--- src/core/ldgr_consts.svh ---
`ifndef LDGR_CONSTS_SVH
`define LDGR_CONSTS_SVH

// ----------------------------------------------------------------
// register offsets
// ----------------------------------------------------------------
`define LDGR_OFS_GROUP_A_DUTY  7'h40
`define LDGR_OFS_GROUP_B_DUTY  7'h41
`define LDGR_OFS_CHANNEL1      7'h42
`define LDGR_OFS_CHANNEL2      7'h43

// ----------------------------------------------------------------
// field layout and reset values
// ----------------------------------------------------------------
`define LDGR_DUTY_MSB          11
`define LDGR_ENABLE_BIT        12
`define LDGR_REG_RESET         13'h0000
`define LDGR_DUTY_OFF          12'h000
`define LDGR_DUTY_FULL         12'hFFF
`define LDGR_NUM_CHANNELS      12

`endif

--- src/core/ldgr_pkg.sv ---
package ldgr_pkg;

	// one dimming word: bit 12 enable, bits 11:0 duty
	typedef struct packed {
		logic        dim_ctl;
		logic [11:0] duty;
	} ldgr_dim_t;

	// register access strobe and its data
	typedef struct packed {
		logic        wr;
		logic        rd;
		logic [6:0]  addr;
		logic [12:0] wdata;
	} ldgr_req_t;

endpackage

--- src/core/ldgr_regs.sv ---
// Operation
// RULE1: group A write copies duty to members
// RULE2: group B write copies duty to members
// RULE3: twelve-bit duty, zero off, ones on
// RULE4: group bit 12 enable applied to members
// RULE5: channel 1 duty, bit12 zero enables
// RULE6: channel 2 same layout and polarity
// RULE7: non-members untouched, latest group wins
`timescale 1ns/1ns
`include "ldgr_consts.svh"

module ldgr_regs
	import ldgr_pkg::*;
(
	input  wire logic                 i_ref_clk,
	input  wire logic                 i_reset,
	input  wire ldgr_req_t            i_req,
	input  wire logic [11:0]          i_group_a_membership,
	input  wire logic [11:0]          i_group_b_membership,
	output logic      [12:0]          o_rdata,
	output logic                      o_rvalid,
	output ldgr_dim_t [11:0]          o_channel
);

	// ----------------------------------------------------------------
	// register state
	// ----------------------------------------------------------------
	ldgr_dim_t        group_a_duty_r;
	ldgr_dim_t        group_a_duty_nxt;
	ldgr_dim_t        group_b_duty_r;
	ldgr_dim_t        group_b_duty_nxt;
	ldgr_dim_t [11:0] chan_r;
	ldgr_dim_t [11:0] chan_nxt;
	logic      [12:0] rdata_r;
	logic      [12:0] rdata_nxt;
	logic             rvalid_r;
	logic             rvalid_nxt;

	// ----------------------------------------------------------------
	// write decode
	// ----------------------------------------------------------------
	logic wr_a;
	logic wr_b;
	logic wr_c1;
	logic wr_c2;

	assign wr_a  = i_req.wr && i_req.addr == `LDGR_OFS_GROUP_A_DUTY;
	assign wr_b  = i_req.wr && i_req.addr == `LDGR_OFS_GROUP_B_DUTY;
	assign wr_c1 = i_req.wr && i_req.addr == `LDGR_OFS_CHANNEL1;
	assign wr_c2 = i_req.wr && i_req.addr == `LDGR_OFS_CHANNEL2;

	// ----------------------------------------------------------------
	// next-value logic
	// ----------------------------------------------------------------
	always_comb begin
		group_a_duty_nxt = group_a_duty_r;
		group_b_duty_nxt = group_b_duty_r;
		chan_nxt         = chan_r;
		if (wr_a) begin
			group_a_duty_nxt = ldgr_dim_t'(i_req.wdata);
		end
		if (wr_b) begin
			group_b_duty_nxt = ldgr_dim_t'(i_req.wdata);
		end
		for (int i = 0; i < `LDGR_NUM_CHANNELS; i++) begin
			// only members change; one write per cycle, so latest wins
			if (wr_a && i_group_a_membership[i]) begin
				chan_nxt[i] = ldgr_dim_t'(i_req.wdata); // [RULE1] [RULE4] [RULE7]
			end
			if (wr_b && i_group_b_membership[i]) begin
				chan_nxt[i] = ldgr_dim_t'(i_req.wdata); // [RULE2] [RULE4] [RULE7]
			end
		end
		if (wr_c1) begin
			chan_nxt[0] = ldgr_dim_t'(i_req.wdata); // [RULE5] [RULE3]
		end
		if (wr_c2) begin
			chan_nxt[1] = ldgr_dim_t'(i_req.wdata); // [RULE6] [RULE3]
		end
	end

	// ----------------------------------------------------------------
	// read path
	// ----------------------------------------------------------------
	always_comb begin
		rvalid_nxt = i_req.rd;
		rdata_nxt  = 13'h0000;
		if (i_req.rd) begin
			unique case (i_req.addr)
				`LDGR_OFS_GROUP_A_DUTY: rdata_nxt = group_a_duty_r;
				`LDGR_OFS_GROUP_B_DUTY: rdata_nxt = group_b_duty_r;
				`LDGR_OFS_CHANNEL1:     rdata_nxt = chan_r[0];
				`LDGR_OFS_CHANNEL2:     rdata_nxt = chan_r[1];
				default:                rdata_nxt = 13'h0000;
			endcase
		end
	end

	always_ff @(posedge i_ref_clk) begin
		if (i_reset) begin
			rdata_r  <= 13'h0000;
			rvalid_r <= 1'b0;
		end else begin
			rdata_r  <= rdata_nxt;
			rvalid_r <= rvalid_nxt;
		end
	end

	// ----------------------------------------------------------------
	// register update
	// ----------------------------------------------------------------
	always_ff @(posedge i_ref_clk) begin
		if (i_reset) begin
			group_a_duty_r <= `LDGR_REG_RESET;
			group_b_duty_r <= `LDGR_REG_RESET;
			chan_r         <= '0;
		end else begin
			group_a_duty_r <= group_a_duty_nxt;
			group_b_duty_r <= group_b_duty_nxt;
			chan_r         <= chan_nxt;
		end
	end

	// ----------------------------------------------------------------
	// outputs
	// ----------------------------------------------------------------
	assign o_channel = chan_r;
	assign o_rdata   = rdata_r;
	assign o_rvalid  = rvalid_r;

	// ----------------------------------------------------------------
	// per-channel checks
	// ----------------------------------------------------------------
	for (genvar g = 0; g < `LDGR_NUM_CHANNELS; g++) begin : g_chan_chk
		a_group_a_copy: assert property ( // [RULE1]
			@(posedge i_ref_clk) disable iff (i_reset)
			wr_a && i_group_a_membership[g] |=>
			o_channel[g] == $past(i_req.wdata))
			else $error("group A write not copied");

		a_group_b_copy: assert property ( // [RULE2]
			@(posedge i_ref_clk) disable iff (i_reset)
			wr_b && i_group_b_membership[g] |=>
			o_channel[g].duty == $past(i_req.wdata[11:0]))
			else $error("group B write not copied");

		a_group_enable: assert property ( // [RULE4]
			@(posedge i_ref_clk) disable iff (i_reset)
			wr_a && i_group_a_membership[g] |=>
			o_channel[g].dim_ctl == $past(i_req.wdata[12]))
			else $error("group enable not applied");

		a_group_b_enable: assert property ( // [RULE4]
			@(posedge i_ref_clk) disable iff (i_reset)
			wr_b && i_group_b_membership[g] |=>
			o_channel[g].dim_ctl == $past(i_req.wdata[12]))
			else $error("group B enable not applied");

		a_non_member: assert property ( // [RULE7]
			@(posedge i_ref_clk) disable iff (i_reset)
			wr_a && !i_group_a_membership[g] |=>
			$stable(o_channel[g]))
			else $error("non-member channel changed");

		a_group_b_keep: assert property ( // [RULE7]
			@(posedge i_ref_clk) disable iff (i_reset)
			wr_b && !i_group_b_membership[g] |=>
			$stable(o_channel[g]))
			else $error("group B non-member channel changed");
	end

	// ----------------------------------------------------------------
	// register checks
	// ----------------------------------------------------------------
	a_duty_width: assert property ( // [RULE3]
		@(posedge i_ref_clk) disable iff (i_reset)
		wr_c2 |=> o_channel[1].duty == $past(i_req.wdata[11:0]))
		else $error("duty field width wrong");

	a_chan1_write: assert property ( // [RULE5]
		@(posedge i_ref_clk) disable iff (i_reset)
		wr_c1 ##1
		(i_req.rd && i_req.addr == `LDGR_OFS_CHANNEL1) |=>
		o_rvalid && o_rdata == $past(i_req.wdata, 2))
		else $error("channel 1 readback wrong");

	a_chan_isolate: assert property ( // [RULE5]
		@(posedge i_ref_clk) disable iff (i_reset)
		wr_c1 |=> $stable(o_channel[1]))
		else $error("channel 1 write hit channel 2");

	a_chan1_enable: assert property ( // [RULE5]
		@(posedge i_ref_clk) disable iff (i_reset)
		wr_c1 |=> o_channel[0].dim_ctl == $past(i_req.wdata[12]))
		else $error("channel 1 enable not stored");

	a_chan2_write: assert property ( // [RULE6]
		@(posedge i_ref_clk) disable iff (i_reset)
		wr_c2 |=> o_channel[1] == $past(i_req.wdata))
		else $error("channel 2 write lost");

	a_chan2_read: assert property ( // [RULE6]
		@(posedge i_ref_clk) disable iff (i_reset)
		i_req.rd && i_req.addr == `LDGR_OFS_CHANNEL2 |=>
		o_rvalid && o_rdata == $past(o_channel[1]))
		else $error("channel 2 readback wrong");

	a_group_b_reg: assert property ( // [RULE2]
		@(posedge i_ref_clk) disable iff (i_reset)
		wr_b |=> group_b_duty_r == $past(i_req.wdata))
		else $error("group B register not stored");

	a_group_a_reg: assert property ( // [RULE1]
		@(posedge i_ref_clk) disable iff (i_reset)
		wr_a |=> group_a_duty_r == $past(i_req.wdata))
		else $error("group A register not stored");

	// ----------------------------------------------------------------
	// coverage
	// ----------------------------------------------------------------
	c_group_a: cover property (@(posedge i_ref_clk)
		wr_a && i_group_a_membership != 12'h000);
	c_group_b: cover property (@(posedge i_ref_clk)
		wr_b && (i_group_a_membership & i_group_b_membership) != 12'h000);
	c_chan_rd: cover property (@(posedge i_ref_clk)
		wr_c1 ##1 i_req.rd);
	c_group_full: cover property (@(posedge i_ref_clk)
		wr_b && i_req.wdata[11:0] == `LDGR_DUTY_FULL);
	c_chan_zero: cover property (@(posedge i_ref_clk)
		wr_c2 && i_req.wdata[11:0] == `LDGR_DUTY_OFF);

endmodule

--- config.mk ---
export PLATFORM = sky130hd
export DESIGN_NAME = ldgr_regs
export DESIGN_NICKNAME = d
export VERILOG_FILES = /design/src/core/ldgr_pkg.sv /design/src/core/ldgr_regs.sv
export VERILOG_INCLUDE_DIRS = /design/src /design/src/core
export SDC_FILE = /design/constraint.sdc
export NUM_CORES = 1
export LEC_CHECK = 0
export BUFFER_PORTS_ARGS = -buffer_cell sky130_fd_sc_hd__buf_4
export CORE_MARGIN = 2
export CORE_UTILIZATION = 58
export CTS_BUF_LIST = sky130_fd_sc_hd__clkbuf_4 sky130_fd_sc_hd__clkbuf_8
export CTS_CLUSTER_DIAMETER = 80
export DETAILED_ROUTE_END_ITERATION = 8
export PLACE_DENSITY = 0.95
export SYNTH_ARGS = -nofsm -noshare
export SYNTH_HDL_FRONTEND = slang
export SYNTH_SLANG_ARGS = --single-unit
--- constraint.sdc ---
create_clock -name i_ref_clk -period 2.6 [get_ports i_ref_clk]
set_input_delay 0.52 -clock i_ref_clk [delete_from_list [all_inputs] [get_ports i_ref_clk]]
set_output_delay 0.52 -clock i_ref_clk [all_outputs]
set_load 0.02 [all_outputs]
Word level (Yosys, flattened, before mapping)
Index checks and enable logic that the tools add are counted.
{"block": "op_classes", "muxes": 27, "n_reduce_logical": 41, "eq_ne": 4, "bitwise_logic": 1}
{"op": "$mux W13", "count": 26}
{"op": "$pmux W13 S4", "count": 1}
{"op": "$eq A7 B7 Y1 const B", "count": 4}
{"op": "$logic_and A1 B1 Y1", "count": 28}
{"op": "$reduce_bool A2 Y1", "count": 10}
{"op": "$reduce_bool A3 Y1", "count": 2}
{"op": "$reduce_or A2 Y1", "count": 1}
{"op": "$not A1 Y1", "count": 1}
{"block": "totals", "input_bits": 48, "register_bits": 196, "word_cells": 103, "output_inout_bits": 170}

Longest topological paths before layout
{"block": "logic_depth", "ltp_word": 6, "mapped_depth": 7, "depth_no_buf": 4}

Worst setup path before layout
No wires, ideal clock.
{"block": "synth_path", "path_type": "input-to-reg", "startpoint": "input port i_req[14] in the netlist's numbering", "endpoint": "register chan_r (netlist bit o_channel[122])", "path_stages": 7, "required_ns": 2.471, "path_buffers": 3, "setup_ns": 0.129, "slack_ns": 0.828, "t_arrival_ns": 1.643, "path_cell_list": "buf_6 nor4b_4 buf_6 nand3_4 buf_2 nand3b_1 o21ai_0"}
{"block": "synth_between", "elab_chain_cells": 4, "elab_cells_between_ends": 8}
{"element": "start, declared", "line": "ldgr_regs.sv:17", "text": "input wire ldgr_req_t i_req,"}
{"element": "$eq A7 B7 Y1"}
{"element": "$logic_and A1 B1 Y1 (no line)"}
{"element": "$logic_and A1 B1 Y1, on equally long branches", "line": "ldgr_regs.sv:70, ldgr_regs.sv:67"}
{"element": "$mux W13 / $reduce_bool A2 Y1 (equally long branches)"}
{"element": "end signal, assigned", "line": "ldgr_regs.sv:120", "text": "chan_r <= chan_nxt;"}
{"element": "end, declared", "line": "ldgr_regs.sv:32", "text": "ldgr_dim_t [11:0] chan_r;"}
Parallel ways exist; a longest one is shown, timed or not.
A chain may end at the register's enable or synchronous reset.

Worst setup path in the final report
{"block": "layout_path", "startpoint": "input port i_req[14] in the netlist's numbering", "endpoint": "register chan_r (netlist bit o_channel[95])"}
Same word-level chain as after synthesis.

==> summary.txt <==
Outcome
  – Outcome: finished, final reports clean

Critical path
  – Slowest cell on the critical path: buf_4
  – Critical Path RT: 2.90 ns
  – CP max FO: 26
  – CP cell instances: buf_4, nor4b_4, buf_4, nand3_4, nand3b_1, o21ai_0
  – Reg2reg path depth: 2
  – FF-to-FF End: o_rdata[8]$_SDFF_PP0_
  – Setup crit end kind: register
  – WS Path Type: primary input to register
  – Crit-path max cell delay: 0.38 ns
  – Most used cell, CP: buf_4
  – Worst R2R Setup Slack: around 1.5 ns
  – Critical path arrival: slightly below 2 ns
  – Crit path launch type: primary input
  – Worst R2R Start: o_channel[21]$_SDFFE_PP0P_

Timing
  – Hold Slack: roughly 0.49 ns
  – Period utilization: roughly 65%
  – Endpoints failing setup: 0
  – Tightest Pin Transition: 0.8610 ns
  – Setup TNS: 0 ns
  – Final Hold Viols: 0
  – Unrepaired setup endpoints after global routing: false
  – Max Fclk: 590.9 MHz
  – Rel. slew slack: a little over two fifths
  – Clock period minus worst slack: between 1.5 and 2 ns
  – Final Max Tran Viols: 0
  – Clk_skew: approximately 0.012 ns

Die
  – Starting Density: 59.44%
  – Die Wd: between 100 and 150 µm
  – I/O pin cnt: roughly 220
  – Die area: around 14000 µm²
  – Chip height: between 100 and 150 µm
  – Row Count: between 40 and 50
  – Total core area: around 13000 µm²

GRT
  – Antenna violations before repair: 0
  – Total GRT Usage: 30.48%
  – Grt ovf: 0
  – Vias in the first global route: 5907
  – Largest net degree at the start of global routing: 88
  – First-pass GRT wire length: roughly 33000 µm

Place
  – Placed cells: just over 1000
  – Dpl hpwl: approximately 14000 µm
  – Final RePlAce weighted congestion: 0.7827
  – I/O Buffers: 217

Routing
  – DRC: 0
  – Total wire length: between 20000 and 25000 µm
  – Total number of vias: between 6000 and 7000
  – ANT nets after route: 0
  – Pre-antenna DRT Iters: 6
  – Detailed-route wire length per cell: around 20 µm
  – Starting DRT DRC Count: 489
  – Vias per inst: just under 6

Yosys
  – Synth Net Count: around 750
  – Synth cell types: 26
  – Warning count from the yosys run: 0
  – Sequential area share after synthesis: between 50% and 60%
  – Mapped Area: approximately 7500 µm²
  – Number of synthesized register bits: 196
  – Post-synth EDFFs: 0
  – Ys async rst share: 0%
  – Post-synth top area share: a little over half
  – Synth area leaders: dfxtp_1 (52%), nand3b_1 (16%), o21ai_0 (9.9%)
  – Most used DFF post-synth: dfxtp_1
  – Synth area leader: dfxtp_1
  – Syn avg cell area: 10.67 µm²
  – Post-Syn Instances: ~700

Final layout
  – Non-filler cells in the finished layout: 1069
  – Layout net count: between 900 and 1000
  – Diodes inserted: 0
  – Most frequent cells in the layout: buf_4 (231), dfxtp_1 (196), nand3b_1 (158)
  – Fillers: between 800 and 900
  – Fin util: about three quarters
  – Most common cell after layout, fill and taps aside: buf_4
  – Share of post-route cells with drive strength above 1: approximately a third
  – Area growth syn-to-layout: 26.89%

Power and ir drop
  – Cell leakage power: a little under 0.004 µW
  – Pwr Total: between 5000 and 6000 µW
  – Cell Pwr Density: 548.5 nW/µm²
  – Peak supply drop: around 350 µV

Clocking
  – CTS Buf Count: 17
  – CTS sink cnt: 196
  – Cts hold-fix bufs: 0
  – Clock root buffer: clkbuf_8
  – TritonCTS clock tree: yes
  – Clock latency on the worst-skew pair: 0.46 ns
  – Postcts setup bufs: 0
  – Clk slew on worst S/H paths: approximately 0.090 ns
  – Post-CTS resize count: 0
  – Clock tree buffer depth: 2
  – H-tree lvl count: 4

Run
  – Max_cap viols: 0

Worst hold path
  – WHS Endpoint: o_channel[142]$_SDFFE_PP0P_
  – Hold WC Path Type: register to register
  – Worst Hold Path Cells: 2
  – Hold Startpoint: o_channel[142]$_SDFFE_PP0P_
-- power breakdown --
part           internal, µW  switching (µW)
Sequential             3010            5.13
Clock                   876            1010
Combinational           140             183
Total                  4020            1200
-- logic make-up after synthesis --
group / count (synthesis) / share of synthesized area (%)
AND/OR/NAND/NOR: 230 / 23.74
flip-flops: 196 / 52.31
AO/OA/AOI/OAI: 159 / 10.83
buffers and inverters: 69 / 4.253
multiplexers: 49 / 8.874
-- final cells by class --
class                      count  area, µm²  area share (%)
sequential                   196       3924           41.23
multi-input combinational    438       3264           34.30
timing repair buffer         231       1734           18.22
clock buffer                  24      305.3           3.208
tap                          172      215.2           2.261
clock inverter                 8      75.07          0.7887
-- synthesized netlist by cell type (all sizes together) (10+ instances only) --
library cell and instances:
nand2b 39, nand3b 158, and3 13, mux2 10, dfxtp 196, o21ai 157
nand3 12, mux2i 26, buf 21, clkbuf 48, mux4 13
-- layer usage --
metal	global-route usage, %	vias to the layer above	wire length (µm)	part of all wire [%]
li1	-	2857	-	-
met1	37.99	2996	8309	39
met2	49.24	302	10390	49
met3	10.08	36	2181	10
met4	11.45	0	469	2.2
met5	0	-	0	0
-- critical path, delay by kind of cell --
family | cells | cell delay, ns
AND/OR/NAND/NOR | 3 | 0.76
buffers and inverters | 2 | 0.58
AO/OA/AOI/OAI | 1 | 0.11
-- sequential cells by signal, indices dropped and copies added (netlist names) --
signal,count
group_b_duty_r,13
o_rdata,13
o_channel,156
group_a_duty_r,13
o_rvalid,1
-- worst max-delay path by stage --
stage | start | to | slack [ns] | depth (start not counted)
final | i_req[14] | o_channel[95]$_SDFFE_PP0P_ | 0.91 | 6
after global routing | i_req[14] | o_channel[87]$_SDFFE_PP0P_ | 0.83 | 6
after CTS | i_req[14] | o_channel[95]$_SDFFE_PP0P_ | 0.94 | 6
after floorplan | i_req[14] | o_channel[122]$_SDFFE_PP0P_ | 0.83 | 7
after detailed placement | i_req[14] | o_channel[61]$_SDFFE_PP0P_ | 0.46 | 6
after global placement | i_req[14] | o_channel[152]$_SDFFE_PP0P_ | 0.54 | 6
-- stage by stage --
| step | instance area [µm²] | setup WS [ns] |
|---|---|---|
| floorplan | 7501 | 0.8283 |
| global placement | 9138 | 0.5377 |
| detailed placement | 9138 | 0.4574 |
| CTS | 9518 | 0.9444 |
| global route | 9518 | 0.8258 |
| finish | 9518 | 0.9076 |
Power figures use the tool's default switching activity.
